File: config.mk
export PLATFORM = sky130hd
export DESIGN_NAME = ttp_overtemp_signal_timer_pin_cfg
export DESIGN_NICKNAME = d
export VERILOG_FILES = /design/src/verilog/ttp_pkg.sv /design/src/verilog/ttp_overtemp_signal_timer_pin_cfg.sv /design/src/verilog/ttp_tick_gen.sv /design/src/verilog/ttp_sat_cnt.sv
export SDC_FILE = /design/constraint.sdc
export NUM_CORES = 1
export LEC_CHECK = 0
export ABC_AREA = 1
export ABC_CLOCK_PERIOD_IN_PS = 4600
export BUFFER_PORTS_ARGS = -buffer_cell sky130_fd_sc_hd__clkbuf_2
export CAP_MARGIN = 20
export CORE_MARGIN = 3
export CORE_UTILIZATION = 25
export DETAILED_ROUTE_END_ITERATION = 6
export PLACE_DENSITY_LB_ADDON = 0.05
export SYNTH_ARGS = -nofsm -noshare
export SYNTH_HDL_FRONTEND = slang
export SYNTH_SLANG_ARGS = --single-unit
File: constraint.sdc
create_clock -name clk -period 4.6 [get_ports clk]
set_clock_uncertainty 0.1 [all_clocks]
set_input_delay 0.23 -clock clk [delete_from_list [all_inputs] [get_ports clk]]
set_output_delay 0.23 -clock clk [all_outputs]
set_load 0.01 [all_outputs]
File: src/verilog/ttp_pkg.sv
// constants shared by the overtemperature timer and pin configuration block
package ttp_pkg;

	// register byte addresses on the register port
	localparam logic [7:0] ADDR_PIN_CFG = 8'h78;
	localparam logic [7:0] ADDR_TMR_STAT = 8'h79;

	// values after power-on reset
	localparam logic [7:0] RST_PIN_CFG = 8'h00;
	localparam logic [7:0] RST_TMR_STAT = 8'h00;
	localparam logic [7:0] RDATA_NONE = 8'h00;

	// fields of pin_and_tach_config
	localparam int CFG_ALERT_BIT = 0;
	localparam int CFG_OTEMP_BIT = 1;
	localparam int CFG_BOOST_BIT = 2;
	localparam int CFG_FAST_BIT = 3;
	localparam int CFG_CONT_LSB = 4;
	localparam int CFG_CONT_MSB = 7;
	localparam int CFG_LOCK_MSB = 3;

	// pin 14 function selector codes
	localparam logic [1:0] P14_TACH_A = 2'h0;
	localparam logic [1:0] P14_OTEMP_SEL = 2'h1;
	localparam logic [1:0] P14_ALERT = 2'h2;
	localparam logic [1:0] P14_UNUSED = 2'h3;

	// clock and time base
	localparam int CLK_PERIOD_NS = 25;
	localparam int TICK_TIME_US = 22760;
	localparam int REPORT_MIN_TIME_US = 45520;
	localparam int TACH_FAST_MS = 250;
	localparam int TACH_RATE_MULT = 4;
	localparam int TACH_NORM_MS = TACH_FAST_MS * TACH_RATE_MULT;

	// cycle counts derived from the times above
	localparam int PERIOD_W = 26;
	localparam int TICK_CYCLES = TICK_TIME_US * 1000 / CLK_PERIOD_NS;
	localparam int TACH_FAST_CYCLES = TACH_FAST_MS * 1000000 / CLK_PERIOD_NS;
	localparam int TACH_NORM_CYCLES = TACH_NORM_MS * 1000000 / CLK_PERIOD_NS;

	// duration count
	localparam int DUR_W = 8;
	localparam logic [7:0] DUR_MAX = 8'hff;
	localparam logic [7:0] LIMIT_IMMEDIATE = 8'h00;
	localparam logic [7:0] REPORT_MIN_TICKS =
		8'(REPORT_MIN_TIME_US / TICK_TIME_US);

endpackage

File: src/verilog/ttp_overtemp_signal_timer_pin_cfg.sv
// pin and tach configuration register with the overtemperature timer
//
// Operation
// - boost drives all fans full while asserted
// - fast bit sets tach rate 250 ms
// - continuous bits stop pwm pulse stretching
// - lock makes config bits 3..0 read-only
// - status bit 0 set on assertion, read-clear
// - past 45.52 ms bit 0 is count lsb
// - upper status bits zero until 45.52 ms
// - config register resets to 0x00
// - timer status resets to 0x00
// - limit exceeded raises status event, 0 immediate
// - config bit 0 selects alert or pwm2
`timescale 1ns/1ps
module ttp_overtemp_signal_timer_pin_cfg #(
	parameter logic [25:0] TICK_CYC = 26'(ttp_pkg::TICK_CYCLES),
	parameter logic [25:0] TACH_FAST_CYC = 26'(ttp_pkg::TACH_FAST_CYCLES),
	parameter logic [25:0] TACH_NORM_CYC = 26'(ttp_pkg::TACH_NORM_CYCLES)
) (
	// clock and reset
	input wire logic clk,
	input wire logic rst_n,
	// register port
	input wire logic [7:0] reg_addr,
	input wire logic reg_wr,
	input wire logic reg_rd,
	input wire logic [7:0] reg_wdata,
	output logic [7:0] reg_rdata,
	// fields held in neighbouring registers
	input wire logic cfg_lock,
	input wire logic [1:0] pin14_func,
	input wire logic [7:0] assert_time_limit,
	// overtemperature pins, active low
	input wire logic pin22_n,
	input wire logic pin14_n,
	// pin routing
	output logic pin22_overtemp_signal,
	output logic pin22_vin25,
	output logic pin14_fan4_speed_input,
	output logic pin14_alert,
	output logic pin14_overtemp_signal,
	output logic pin10_alert,
	output logic pin10_pwm2,
	// fan and tach control
	output logic fans_full_duty,
	output logic fast_tach,
	output logic continuous_tach_ch1,
	output logic continuous_tach_ch2,
	output logic continuous_tach_ch3,
	output logic continuous_tach_ch4,
	output logic [3:0] pwm_stretch_en,
	output logic tach_meas_start,
	// overtemperature events
	output logic overtemp_signal_active,
	output logic assert_limit_event
);
	import ttp_pkg::*;

	typedef struct packed {
		logic [7:0] cfg;
		logic assert_flag_count_lsb;
		logic ot_prev;
		logic over_limit;
		logic [7:0] rdata;
		logic p22_ot;
		logic p22_vin;
		logic p14_tach;
		logic p14_alert;
		logic p14_ot;
		logic limit_evt;
		logic full_duty;
	} ttp_main_st_t;

	ttp_main_st_t s_r;
	ttp_main_st_t s_nxt;

	logic rst_meta_r;
	logic rst_sync_n_r;
	logic ot_now;
	logic ot_rise;
	logic wr_cfg;
	logic rd_stat;
	logic dur_tick;
	logic [DUR_W-1:0] assert_duration_count;
	logic [DUR_W-1:0] assert_len;
	logic [7:0] stat_val;
	logic [PERIOD_W-1:0] tach_period;

	// reset release through two flops
	always_ff @(posedge clk or negedge rst_n) begin
		if (!rst_n) begin
			rst_meta_r <= 1'b0;
			rst_sync_n_r <= 1'b0;
		end else begin
			rst_meta_r <= 1'b1;
			rst_sync_n_r <= rst_meta_r;
		end
	end

	// overtemp level seen on whichever pin is routed to it
	assign ot_now = (s_r.p22_ot & ~pin22_n) | (s_r.p14_ot & ~pin14_n);
	assign ot_rise = ot_now & ~s_r.ot_prev;
	assign wr_cfg = reg_wr && (reg_addr == ADDR_PIN_CFG);
	assign rd_stat = reg_rd && (reg_addr == ADDR_TMR_STAT);

	// duration time base runs only while asserted
	ttp_tick_gen u_dur_tick (
		.clk(clk),
		.rst_n(rst_sync_n_r),
		.run(ot_now),
		.period(TICK_CYC),
		.tick(dur_tick)
	);

	// accumulated duration, cleared by a status read
	ttp_sat_cnt u_dur_cnt (
		.clk(clk),
		.rst_n(rst_sync_n_r),
		.clr(rd_stat),
		.inc(dur_tick),
		.count(assert_duration_count)
	);

	// length of the current assertion, for the limit check
	ttp_sat_cnt u_len_cnt (
		.clk(clk),
		.rst_n(rst_sync_n_r),
		.clr(ot_rise),
		.inc(dur_tick),
		.count(assert_len)
	);

	// tach measurement cadence
	assign tach_period = s_r.cfg[CFG_FAST_BIT] ? TACH_FAST_CYC :
		TACH_NORM_CYC;

	ttp_tick_gen u_tach_tick (
		.clk(clk),
		.rst_n(rst_sync_n_r),
		.run(1'b1),
		.period(tach_period),
		.tick(tach_meas_start)
	);

	// reported timer value: flag alone until two ticks have elapsed
	always_comb begin
		stat_val = {7'h00, s_r.assert_flag_count_lsb};
		if (assert_duration_count >= REPORT_MIN_TICKS) begin
			stat_val = assert_duration_count;
		end
	end

	always_comb begin
		s_nxt = s_r;

		// config write; locked low nibble keeps its value
		if (wr_cfg) begin
			s_nxt.cfg[CFG_CONT_MSB:CFG_CONT_LSB] =
				reg_wdata[CFG_CONT_MSB:CFG_CONT_LSB];
			if (!cfg_lock) begin
				s_nxt.cfg[CFG_LOCK_MSB:0] =
					reg_wdata[CFG_LOCK_MSB:0];
			end
		end

		// pin 22 and pin 14 function decode
		s_nxt.p22_vin = 1'b1;
		s_nxt.p22_ot = 1'b0;
		s_nxt.p14_tach = 1'b0;
		s_nxt.p14_alert = 1'b0;
		s_nxt.p14_ot = 1'b0;
		unique case (pin14_func)
			P14_TACH_A: begin
				s_nxt.p14_tach = 1'b1;
			end
			P14_OTEMP_SEL: begin
				s_nxt.p14_tach = ~s_r.cfg[CFG_OTEMP_BIT];
				s_nxt.p14_ot = s_r.cfg[CFG_OTEMP_BIT];
			end
			P14_ALERT: begin
				s_nxt.p14_alert = 1'b1;
			end
			P14_UNUSED: begin
				s_nxt.p14_tach = 1'b0;
			end
		endcase
		if (s_r.cfg[CFG_OTEMP_BIT] && pin14_func != P14_OTEMP_SEL) begin
			s_nxt.p22_vin = 1'b0;
			s_nxt.p22_ot = 1'b1;
		end

		// assertion flag; a new assertion beats a read clear
		s_nxt.ot_prev = ot_now;
		if (ot_rise) begin
			s_nxt.assert_flag_count_lsb = 1'b1;
		end else if (rd_stat) begin
			s_nxt.assert_flag_count_lsb = 1'b0;
		end

		// limit check, one event per crossing
		s_nxt.over_limit = ot_now &&
			(assert_time_limit == LIMIT_IMMEDIATE ||
			assert_len > assert_time_limit);
		s_nxt.limit_evt = s_nxt.over_limit & ~s_r.over_limit;

		// fail-safe boost only while pin acts as overtemp input
		s_nxt.full_duty = s_r.cfg[CFG_BOOST_BIT] &
			s_r.cfg[CFG_OTEMP_BIT] & ot_now;

		// read data, unmapped addresses answer zero
		if (reg_rd) begin
			if (reg_addr == ADDR_PIN_CFG) begin
				s_nxt.rdata = s_r.cfg;
			end else if (reg_addr == ADDR_TMR_STAT) begin
				s_nxt.rdata = stat_val;
			end else begin
				s_nxt.rdata = RDATA_NONE;
			end
		end
	end

	always_ff @(posedge clk or negedge rst_sync_n_r) begin
		if (!rst_sync_n_r) begin
			s_r <= '0;
			s_r.cfg <= RST_PIN_CFG;
			s_r.assert_flag_count_lsb <= RST_TMR_STAT[0];
			s_r.rdata <= RDATA_NONE;
			s_r.p22_vin <= 1'b1;
			s_r.p14_tach <= 1'b1;
		end else begin
			s_r <= s_nxt;
		end
	end

	// register read
	assign reg_rdata = s_r.rdata;

	// routing outputs
	assign pin22_overtemp_signal = s_r.p22_ot;
	assign pin22_vin25 = s_r.p22_vin;
	assign pin14_fan4_speed_input = s_r.p14_tach;
	assign pin14_alert = s_r.p14_alert;
	assign pin14_overtemp_signal = s_r.p14_ot;
	assign pin10_alert = s_r.cfg[CFG_ALERT_BIT];
	assign pin10_pwm2 = ~s_r.cfg[CFG_ALERT_BIT];

	// fan and tach control
	assign fans_full_duty = s_r.full_duty;
	assign fast_tach = s_r.cfg[CFG_FAST_BIT];
	assign continuous_tach_ch1 = s_r.cfg[CFG_CONT_LSB];
	assign continuous_tach_ch2 = s_r.cfg[CFG_CONT_LSB+1];
	assign continuous_tach_ch3 = s_r.cfg[CFG_CONT_LSB+2];
	assign continuous_tach_ch4 = s_r.cfg[CFG_CONT_MSB];
	// continuous measurement needs no stretched pwm pulse
	assign pwm_stretch_en = ~s_r.cfg[CFG_CONT_MSB:CFG_CONT_LSB];

	// events
	assign overtemp_signal_active = s_r.ot_prev;
	assign assert_limit_event = s_r.limit_evt;
endmodule

File: src/verilog/ttp_tick_gen.sv
// free or gated prescaler giving a one-cycle tick every period cycles
`timescale 1ns/1ps
module ttp_tick_gen (
	// clock and reset
	input wire logic clk,
	input wire logic rst_n,
	// control
	input wire logic run,
	input wire logic [ttp_pkg::PERIOD_W-1:0] period,
	// result
	output logic tick
);
	import ttp_pkg::*;

	typedef struct packed {
		logic [PERIOD_W-1:0] cnt;
		logic tick;
	} ttp_tick_st_t;

	ttp_tick_st_t s_r;
	ttp_tick_st_t s_nxt;

	always_comb begin
		s_nxt = s_r;
		s_nxt.tick = 1'b0;
		// stopped counter restarts a full period on the next run
		if (!run) begin
			s_nxt.cnt = '0;
		end else if (s_r.cnt >= period - 26'h1) begin
			s_nxt.cnt = '0;
			s_nxt.tick = 1'b1;
		end else begin
			s_nxt.cnt = s_r.cnt + 26'h1;
		end
	end

	always_ff @(posedge clk or negedge rst_n) begin
		if (!rst_n) begin
			s_r <= '0;
		end else begin
			s_r <= s_nxt;
		end
	end

	assign tick = s_r.tick;
endmodule

File: src/verilog/ttp_sat_cnt.sv
// saturating duration counter with clear; an increment beside a clear leaves a count of one
`timescale 1ns/1ps
module ttp_sat_cnt (
	// clock and reset
	input wire logic clk,
	input wire logic rst_n,
	// control
	input wire logic clr,
	input wire logic inc,
	// result
	output logic [ttp_pkg::DUR_W-1:0] count
);
	import ttp_pkg::*;

	typedef struct packed {
		logic [DUR_W-1:0] cnt;
	} ttp_cnt_st_t;

	ttp_cnt_st_t s_r;
	ttp_cnt_st_t s_nxt;

	always_comb begin
		s_nxt = s_r;
		if (clr) begin
			s_nxt.cnt = inc ? 8'h01 : 8'h00;
		end else if (inc && s_r.cnt != DUR_MAX) begin
			s_nxt.cnt = s_r.cnt + 8'h01;
		end
	end

	always_ff @(posedge clk or negedge rst_n) begin
		if (!rst_n) begin
			s_r <= '0;
		end else begin
			s_r <= s_nxt;
		end
	end

	assign count = s_r.cnt;
endmodule

==> metrics.md, run 1 <==
| Metric | Value |
|---|---|
| CTS tree | `built` |
| Vias in the first global route | `between 4k and 5k` |
| Row cnt | `53` |
| HP Class | `input port to register` |
| Setup crit start kind | `register` |
| Library cells used by synthesis | `40` |
| Critical-path cell list | `inv_1 > ha_1 > a21oi_1 > o21ai_0 > a21oi_1 > nand3_2 > nor2_1` |
| Synth Area per Inst | `7.78 um^2` |
| Pre-Repair DR Iteration Count | `4` |
| Final Hold Vio Count | `0` |
| Gate Count Post-Synth | `between 700 and 800` |
| Setup violators final | `0` |
| Grt total ovfl | `0` |
| Critical path data required time | `about 4.8 ns` |
| DR iter-0 viols | `205` |
| Largest net degree at the start of global routing | `a little over 60` |
| Fin crit share | `56.8%` |
| Die Wd | `155 um` |
| Crit path buf inv count | `1` |
| Setup TNS | `0 ns` |
| Most common cell after layout, fill and taps aside | `nand2_1` |
| Antenna cells | `0` |
| Synth area leaders | `dfrtp_1, nand2_1, nor2_1` |
| Vias/cell | `4.29` |
| Share of cells above drive strength 1 | `14.1%` |
| Routability cong. | `between 0.8 and 0.9` |
| Post-DP HPWL | `roughly 10 mm` |
| Measured slew at the worst slew-check pin | `approximately 0.87 ns` |
| Power density cells | `between 300 and 400 nW/um^2` |
| Total wire length | `about 13 mm` |
| Clk_lat worst skew | `0.35 ns` |
| Sequential area share after synthesis | `between 40% and 50%` |
| Clk sinks | `just under 100` |
| Crit-path max FO | `27` |
| CP Class | `register to register` |
| Wire length per cell | `12.5 um` |
| Most frequent cells in the layout | `nand2_1, nor2_1, dfrtp_1` |
| Synth warn | `0` |
| LEAKAGE | `0.00310 uW` |
| Area after DPL | `6080 um^2` |
| Crit path time final | `about 2.6 ns` |
| Vias | `4,532` |
| Post-route cell area | `6440 um^2` |
| Most common cell on crit path | `a21oi_1` |
| Synth-to-layout area growth | `16.7%` |
| Critical Path End Type | `register` |
| Max IR drop VDD | `approximately 140 uV` |
| Fin util | `between 30% and 40%` |
| Worst stage delay on the critical path | `0.62 ns` |
| H-tree depth | `3` |
| Yosys reg bits | `98` |
| RSZ-0062 raised after global routing | `no` |
| Critical Path Slowest Stage Cell | `dfrtp_1` |
| Max Cap Viol | `0` |
| Fin nets | `between 800 and 900` |
| CTS Hold Bufs | `5` |
| Fmax | `around 380 MHz` |
| Reg clk slew, reported paths | `0.07 ns` |
| DRC viols | `0` |
| Post-CTS Setup Bufs | `0` |
| Clk buf depth | `2` |
| Root Buffer | `clkbuf_16` |
| Slew Viols, Final | `0` |
| First-pass GRT wire length | `between 20 and 25 mm` |
| ANT nets after route | `0` |
| Number of I/O port buffers | `60` |
| I/O pins | `slightly above 60` |
| Area fraction of the dominant cell type after synthesis | `a little over two fifths` |
| Cts bufs inserted | `9` |
| Initial Utilization | `about a quarter` |
| Full die area | `around 24,000 um^2` |
| Status | `complete, no violations` |
| Core Region | `approximately 21,000 um^2` |
| Hold slack | `between 0.02 and 0.03 ns` |
| Post-cts sizing count | `0` |
| Slew headroom | `about two fifths` |
| Family with the most delay on the worst path | `simple AND/OR/NAND/NOR gates` |
| Post-synth top area cell | `dfrtp_1` |
| Die height | `around 150 um` |
| Post-Syn Area | `5520 um^2` |
| GRT Total Usage | `a little under an eighth` |
| Arr. time, crit path | `2.77 ns` |
| Antenna violations before repair | `0` |
-- state kept, by name, indices dropped and copies added (netlist names), 4 cells and up --
register and count:
u_dur_cnt.count 8, u_dur_tick.s_r 26, reg_rdata 8, u_len_cnt.count 8
s_r 4, u_tach_tick.s_r 26
-- through the flow --
step                total power, uW  setup slack [ns]  instances
floorplan                      1120              1.57        714
global placement               1200              2.01       1034
detailed placement             1200              1.95       1034
CTS                            2010              1.92       1055
global route                   2090              1.68       1056
finish                         1970              1.99       1056
-- Yosys cell counts (all sizes together) --
library cell and instances:
a21o 1, nor2 130, o22ai 3, conb 2, o21bai 2, nand2 173
nor3 16, dfrtp 96, clkinv 1, o31ai 1, nand3b 3, inv 92
o211ai 8, nand4 12, a21oi 24, buf 14, clkbuf 3, xnor2 8
xor2 17, o21ai 21, nand3 48, nor4 2, and3 1, dfstp 2
or2 1, ha 27, a31oi 1
-- report_power, final --
group | internal [uW] | switching (uW)
clock | 426 | 353
combinational | 81.2 | 134
sequential | 911 | 60.8
-- routing by layer --
layer	GRT usage [%]	wire length (um)	part of all wire, %	vias up
li1	-	-	-	2368
met1	15.6	6470	49	2096
met2	18.8	6150	46	57
met3	2.69	456	3.4	11
met4	3.49	176	1.3	0
met5	0	0	0	-
-- cells by family (layout without fill, tap and decap cells) --
kind of cell / Yosys count / count (layout) / synth area share, %
other: 2 / 7 / 0.136
adder cells (fa/ha/maj): 27 / 27 / 6.12
XOR/XNOR: 25 / 25 / 3.97
AND/OR/NAND/NOR: 386 / 386 / 30.6
AO/OA/AOI/OAI: 61 / 61 / 6.24
buffers and inverters: 110 / 177 / 8.41
flip-flops: 98 / 98 / 44.5
-- tightest hold or removal path, stage by stage --
cell and delay, ns:
clkbuf_2 0.08, nor2_1 0.09, a21oi_1 0.04
-- area by class of cell --
| class | count | area, um^2 |
|---|---|---|
| clock buffers | 9 | 225 |
| flip-flops and latches | 98 | 2460 |
| repair buffers | 68 | 370 |
| fillers | 2319 | 14900 |
| well taps | 275 | 344 |
| inverters | 93 | 349 |
| multi-input cells | 506 | 2620 |
| clock inverters | 7 | 73.8 |
-- path summary, 6_finish.rpt --
check	from	endpoint	slack, ns	cells after the start
max	fast_tach$_DFFE_PN0P_	u_tach_tick.s_r[14]$_DFF_PN0_	1.99	7
min	reg_wdata[5]	continuous_tach_ch2$_DFFE_PN0P_	0.03	3
max reg2reg	fast_tach$_DFFE_PN0P_	u_tach_tick.s_r[14]$_DFF_PN0_	1.99	7
min reg2reg	rst_meta_r$_DFF_PN0_	rst_sync_n_r$_DFF_PN0_	0.26	0
max in group asynchronous	rst_sync_n_r$_DFF_PN0_	u_tach_tick.s_r[6]$_DFF_PN0_	3.05	1
min in group asynchronous	rst_n	rst_sync_n_r$_DFF_PN0_	0.09	2
(Power assumes the default switching activity.)
==> inputs of run 2 (changes only) <==
- ABC_CLOCK_PERIOD_IN_PS: 4600 -> 2350
- clock period: 4.6 -> 2.35 ns (I/O delays scaled with it)
==> metrics.md, run 2 (synthesis results as in run 1) <==
| Metric | Value |
|---|---|
| CP Class | `register to register` |
| Slew Viols, Final | `0 (unchanged)` |
| Post-CTS Setup Bufs | `0 (unchanged)` |
| Clk sinks | `98 (unchanged)` |
| Post-route cell area | `6580 um^2 (+2.2%)` |
| Setup TNS | `0 ns (unchanged)` |
| Vias/cell | `4.32 (+0.62%)` |
| Vias | `4,629 (+2.1%)` |
| Critical-path cell list | `inv_1 > ha_1 > nand2_1 > nor2_1 > nand2_1 > nor2_1 > nand2_1 > nand3_2 > buf_4 > nor2_1` |
| GRT Total Usage | `12.3% (+0.68 points)` |
| Total wire length | `13.8 mm (+4.4%)` |
| Cts bufs inserted | `9 (unchanged)` |
| H-tree depth | `3 (unchanged)` |
| Die height | `155 um (unchanged)` |
| Antenna cells | `0 (unchanged)` |
| Pre-Repair DR Iteration Count | `5 (+1)` |
| Critical path data required time | `2.49 ns (-2.26 ns)` |
| Root Buffer | `clkbuf_16` |
| Synth-to-layout area growth | `19.3%` |
| Hold Startpoint | `pin22_n` |
| RSZ-0062 raised after global routing | `no` |
| Area after DPL | `6160 um^2 (+1.2%)` |
| HP Class | `input port to register` |
| Critical Path End Type | `register` |
| Crit-path max FO | `14 (-48%)` |
| Fillers | `2,306 (-0.56%)` |
| Worst stage delay on the critical path | `0.45 ns (-0.17 ns)` |
| Critical Path Source | `fast_tach$_DFFE_PN0P_` |
| DR iter-0 viols | `223 (+8.8%)` |
| Clk buf depth | `2 (unchanged)` |
| Setup crit start kind | `register` |
| Grt total ovfl | `0 (unchanged)` |
| Max Cap Viol | `0 (unchanged)` |
| DRC viols | `0 (unchanged)` |
| Row cnt | `53 (unchanged)` |
| Post-cts sizing count | `0 (unchanged)` |
| I/O pins | `61 (unchanged)` |
| Routability cong. | `0.805 (-1.7%)` |
| Reg clk slew, reported paths | `0.07 ns (about the same)` |
| Int Pwr | `2690 uW (+90%)` |
| Max IR drop VDD | `297 uV (+120%)` |
| Most common cell after layout, fill and taps aside | `nand2_1` |
| Clk network pwr share | `38.4% (-1.2 points)` |
| ANT nets after route | `0 (unchanged)` |
| Final Hold Vio Count | `0 (unchanged)` |
| Setup violators final | `0 (unchanged)` |
| Clk_lat worst skew | `0.35 ns (about the same)` |
| Fin crit share | `87.6% (+31 points)` |
| Antenna violations before repair | `0 (unchanged)` |
| Switching share of power | `29.0% (+1.1 points)` |
| CTS tree | `built` |
| Seq pwr share | `49.8% (+0.4 points)` |
| Vias in the first global route | `4,696 (+4.8%)` |
| Post-DP HPWL | `10.6 mm (+5.1%)` |
| Fmax | `486 MHz (+27%)` |
| Combinational power share | `11.8% (+0.9 points)` |
| Number of I/O port buffers | `60 (unchanged)` |
| Crit path time final | `2.06 ns (-0.556 ns)` |
| First-pass GRT wire length | `24.0 mm (+6.6%)` |
| Fin nets | `852 (+1.9%)` |
| Largest regs | `u_dur_tick.s_r: 26 flops, u_tach_tick.s_r: 26 flops` |
| Status | `complete, no violations` |
| Full die area | `23,900 um^2 (unchanged)` |
| LEAKAGE | `0.00316 uW (+2.1%)` |
| Wire length per cell | `12.9 um (+2.8%)` |
| Power density cells | `576 nW/um^2 (+89%)` |
| Largest net degree at the start of global routing | `49 (-20%)` |
| Arr. time, crit path | `2.19 ns (-0.58 ns)` |
| Sw Pwr | `1100 uW (+100%)` |
| Most frequent cells in the layout | `nand2_1, nor2_1, dfrtp_1` |
| Share of cells above drive strength 1 | `14.7% (+0.60 points)` |
| Critical Path Slowest Stage Cell | `dfrtp_1` |
| Initial Utilization | `25.8% (unchanged)` |
| Core Region | `21,400 um^2 (unchanged)` |
| Die Wd | `155 um (unchanged)` |
| RR Startpoint | `fast_tach$_DFFE_PN0P_` |
run 2: changes by cell type in the layout (fill, tap and decap cells not counted), sizes merged:
cell and delta:
dlygate4sd3 +9, clkinv -1, clkinvlp +1, bufinv -1, inv +1, buf +7
run 2: timing repair:
action | in CTS | in global routing
hold buffers | 14 | 0
endpoints found under the hold margin | 16 | 0
setup endpoints to repair | 0 | 0
run 2: critical path: cells and delay by family, from the launching register on:
family | cells | cell delay [ns]
and+or+nand+nor | 7 | 0.64
buffers and inverters | 2 | 0.41
DFF | 1 | 0.45
adders and majority gates | 1 | 0.34
run 2: power by group through the flow:
stage / Combinational (uW) / Clock [uW] / Sequential (uW)
4_1_cts: 457 / 1530 / 1890
5_1_grt: 531 / 1580 / 1910
2_1_floorplan: 277 / 0 / 1910
3_3_place_gp: 438 / 0 / 1930
3_5_place_dp: 437 / 0 / 1930
6_report: 447 / 1460 / 1890
run 2: layout make-up:
type / instances / area [um^2] / share of cell area, %
inverters: 93 / 349 / 5.31
well taps: 275 / 344 / 5.23
multi-input cells: 506 / 2620 / 39.8
clock buffers: 9 / 225 / 3.42
flip-flops and latches: 98 / 2460 / 37.4
repair buffers: 84 / 528 / 8.03
clock inverters: 7 / 57.6 / 0.875
run 2: worst paths after layout:
| path | to | slack (ns) | depth (start not counted) |
|---|---|---|---|
| setup / recovery | u_tach_tick.s_r[20]$_DFF_PN0_ | 0.29 | 10 |
| hold / removal | overtemp_signal_active$_DFF_PN0_ | 0.03 | 3 |
| setup reg to reg | u_tach_tick.s_r[20]$_DFF_PN0_ | 0.29 | 10 |
| hold reg to reg | continuous_tach_ch4$_DFFE_PN0P_ | 0.16 | 0 |
| max in group asynchronous | u_len_cnt.count[7]$_DFFE_PN0P_ | 1.33 | 1 |
| min in group asynchronous | continuous_tach_ch4$_DFFE_PN0P_ | 0.16 | 0 |
run 2: through the flow:
stage,std cells,worst slack (ns),power [uW],hold WS (ns),util (%)
floorplan,714,0.347,2190,-0.278,-
global placement,1042,0.401,2360,-0.195,28.8
detailed placement,1042,0.285,2360,-0.194,28.8
CTS,1072,0.292,3880,0.0173,30.8
global route,1072,0.0646,4020,0.0384,30.8
finish,1072,0.292,3790,0.0331,30.8
run 2: per-layer routing:
layer | global-route usage [%] | wire length, um | vias up
li1 | - | - | 2400
met4 | 3.70 | 214 | 0
met2 | 20.8 | 6650 | 54
met1 | 16.0 | 6510 | 2160
met3 | 2.43 | 460 | 15
met5 | 0 | 0 | -
==> inputs of run 3 (changes only) <==
- MAX_ROUTING_LAYER: not set -> met4
==> metrics.md, run 3 (synthesis results as in run 1) <==
| Metric | Value |
|---|---|
| Routability cong. | `0.817 (+1.4%)` |
| DRC viols | `0 (unchanged)` |
| Reg clk slew, reported paths | `0.08 ns (about the same)` |
| Fin nets | `852 (unchanged)` |
| Arr. time, crit path | `2.21 ns (+0.02 ns)` |
| H-tree depth | `3 (unchanged)` |
| Post-cts sizing count | `0 (unchanged)` |
| Most common cell after layout, fill and taps aside | `nand2_1` |
| Clk buf depth | `2 (unchanged)` |
| Critical-path cell list | `inv_1 > ha_1 > nand2_1 > nor2_1 > nand2_1 > nor2_1 > nand2_1 > nand3_2 > buf_4 > nor2_1` |
| CTS Hold Bufs | `14 (unchanged)` |
| Area after DPL | `6160 um^2 (unchanged)` |
| Post-route cell area | `6580 um^2 (unchanged)` |
| Die height | `155 um (unchanged)` |
| Setup crit start kind | `register` |
| Vias/cell | `4.33 (+0.22%)` |
| Setup violators final | `0 (unchanged)` |
| Worst stage delay on the critical path | `0.46 ns (about the same)` |
| Clk_lat worst skew | `0.36 ns (about the same)` |
| Family with the most delay on the worst path | `simple AND/OR/NAND/NOR gates` |
| Largest net degree at the start of global routing | `49 (unchanged)` |
| Crit-path max FO | `14 (unchanged)` |
| LEAKAGE | `0.00316 uW (unchanged)` |
| Int Pwr | `2690 uW (about the same)` |
| Slew Viols, Final | `0 (unchanged)` |
| Wire length per cell | `12.9 um (about the same)` |
| Hold Startpoint | `pin22_n` |
| Antenna cells | `0 (unchanged)` |
| RSZ-0062 raised after global routing | `no` |
| Critical Path End Type | `register` |
| Root Buffer | `clkbuf_16` |
| GRT Total Usage | `12.7% (+0.37 points)` |
| Fmax | `484 MHz (-0.49%)` |
| ANT nets after route | `0 (unchanged)` |
| Full die area | `23,900 um^2 (unchanged)` |
| Met1 WL | `6.48 mm (-0.37%)` |
| Sw Pwr | `1110 uW (+0.70%)` |
| Switching share of power | `29.1% (+0.14 points)` |
| Fin crit share | `88.0% (+0.43 points)` |
| Setup slack after layout | `0.282 ns (-0.0101 ns)` |
| Initial Utilization | `25.8% (unchanged)` |
| Critical path data required time | `2.49 ns (about the same)` |
| Cts bufs inserted | `9 (unchanged)` |
| Critical Path Slowest Stage Cell | `dfrtp_1` |
| Max IR drop VDD | `300 uV (+1.1%)` |
| First-pass GRT wire length | `24.0 mm (about the same)` |
| CP Class | `register to register` |
| Post-DP HPWL | `10.6 mm (unchanged)` |
| Grt total ovfl | `0 (unchanged)` |
| Met2 WL | `6.67 mm (+0.36%)` |
| CTS tree | `built` |
| Highest routed metal layer | `met4` |
| Critical Path Source | `fast_tach$_DFFE_PN0P_` |
| HP Class | `input port to register` |
| Synth-to-layout area growth | `19.3% (unchanged)` |
| I/O pins | `61 (unchanged)` |
| Crit path buf inv count | `2 (unchanged)` |
| Max Cap Viol | `0 (unchanged)` |
| Vias in the first global route | `4,693 (-0.064%)` |
| Setup TNS | `0 ns (unchanged)` |
| Number of I/O port buffers | `60 (unchanged)` |
| Clk network pwr share | `38.5% (about the same)` |
| Power density cells | `577 nW/um^2 (+0.21%)` |
| Post-CTS Setup Bufs | `0 (unchanged)` |
| Total wire length | `13.8 mm (about the same)` |
| Antenna violations before repair | `0 (unchanged)` |
| Wire length on met3 | `470 um (+2.2%)` |
| Final Hold Vio Count | `0 (unchanged)` |
| Hold slack | `0.0306 ns (-0.00243 ns)` |
| DP Worst Slack | `0.285 ns (unchanged)` |
| Status | `complete, no violations` |
| DR iter-0 viols | `217 (-2.7%)` |
| Seq pwr share | `49.8% (about the same)` |
| Core Region | `21,400 um^2 (unchanged)` |
| Vias | `4,639 (+0.22%)` |
| Clk sinks | `98 (unchanged)` |
| Row cnt | `53 (unchanged)` |
| RR Startpoint | `fast_tach$_DFFE_PN0P_` |
| Combinational power share | `11.8% (about the same)` |
| Most frequent cells in the layout | `nand2_1, nor2_1, dfrtp_1` |
| Largest regs | `u_dur_tick.s_r: 26 flops, u_tach_tick.s_r: 26 flops` |
| Fillers | `2,306 (unchanged)` |
| Share of cells above drive strength 1 | `14.7% (unchanged)` |
| Die Wd | `155 um (unchanged)` |
| Pre-Repair DR Iteration Count | `4 (-1)` |
| Crit path time final | `2.07 ns (+0.0101 ns)` |
==> run 3: layout make-up <==
class,instances,area (um^2),area share (%)
inverter,93,349,5.31
tap,275,344,5.23
timing repair buffer,84,528,8.03
clock buffer,9,225,3.42
sequential,98,2460,37.4
multi-input combinational,506,2620,39.8
clock inverter,7,57.6,0.875
==> run 3: layer usage <==
layer / vias to the layer above / global-route usage (%)
met5: - / -
met4: 0 / 3.70
met3: 16 / 2.43
met2: 58 / 20.8
met1: 2165 / 16.0
li1: 2400 / -
==> run 3: path summary, 6_finish.rpt <==
| kind | end | slack [ns] | cells after the start |
|---|---|---|---|
| min in group asynchronous | continuous_tach_ch4$_DFFE_PN0P_ | 0.15 | 0 |
| setup / recovery | u_tach_tick.s_r[20]$_DFF_PN0_ | 0.28 | 10 |
| max in group asynchronous | u_len_cnt.count[7]$_DFFE_PN0P_ | 1.33 | 1 |
| hold reg to reg | continuous_tach_ch4$_DFFE_PN0P_ | 0.15 | 0 |
| hold / removal | overtemp_signal_active$_DFF_PN0_ | 0.03 | 3 |
| setup reg to reg | u_tach_tick.s_r[20]$_DFF_PN0_ | 0.28 | 10 |
==> run 3: worst register-to-register path, stage by stage, from the launching register on <==
cell and delay, ns:
dfrtp_1 0.46, inv_1 0.20, ha_1 0.34, nand2_1 0.05
nor2_1 0.17, nand2_1 0.07, nor2_1 0.13, nand2_1 0.08
nand3_2 0.08, buf_4 0.21, nor2_1 0.07
==> run 3: power by group through the flow <==
stage	Combinational, uW	Clock, uW	Sequential (uW)
finish	447	1460	1890
detailed placement	437	0	1930
floorplan	277	0	1910
CTS	457	1530	1890
global route	531	1580	1910
global placement	438	0	1930
==> run 3: metrics by stage <==
| step | total power (uW) | std cells | util (%) |
|---|---|---|---|
| final | 3800 | 1072 | 30.8 |
| after global routing | 4020 | 1072 | 30.8 |
| after CTS | 3880 | 1072 | 30.8 |
| after detailed placement | 2360 | 1042 | 28.8 |
| after global placement | 2360 | 1042 | 28.8 |
| after floorplan | 2190 | 714 | - |
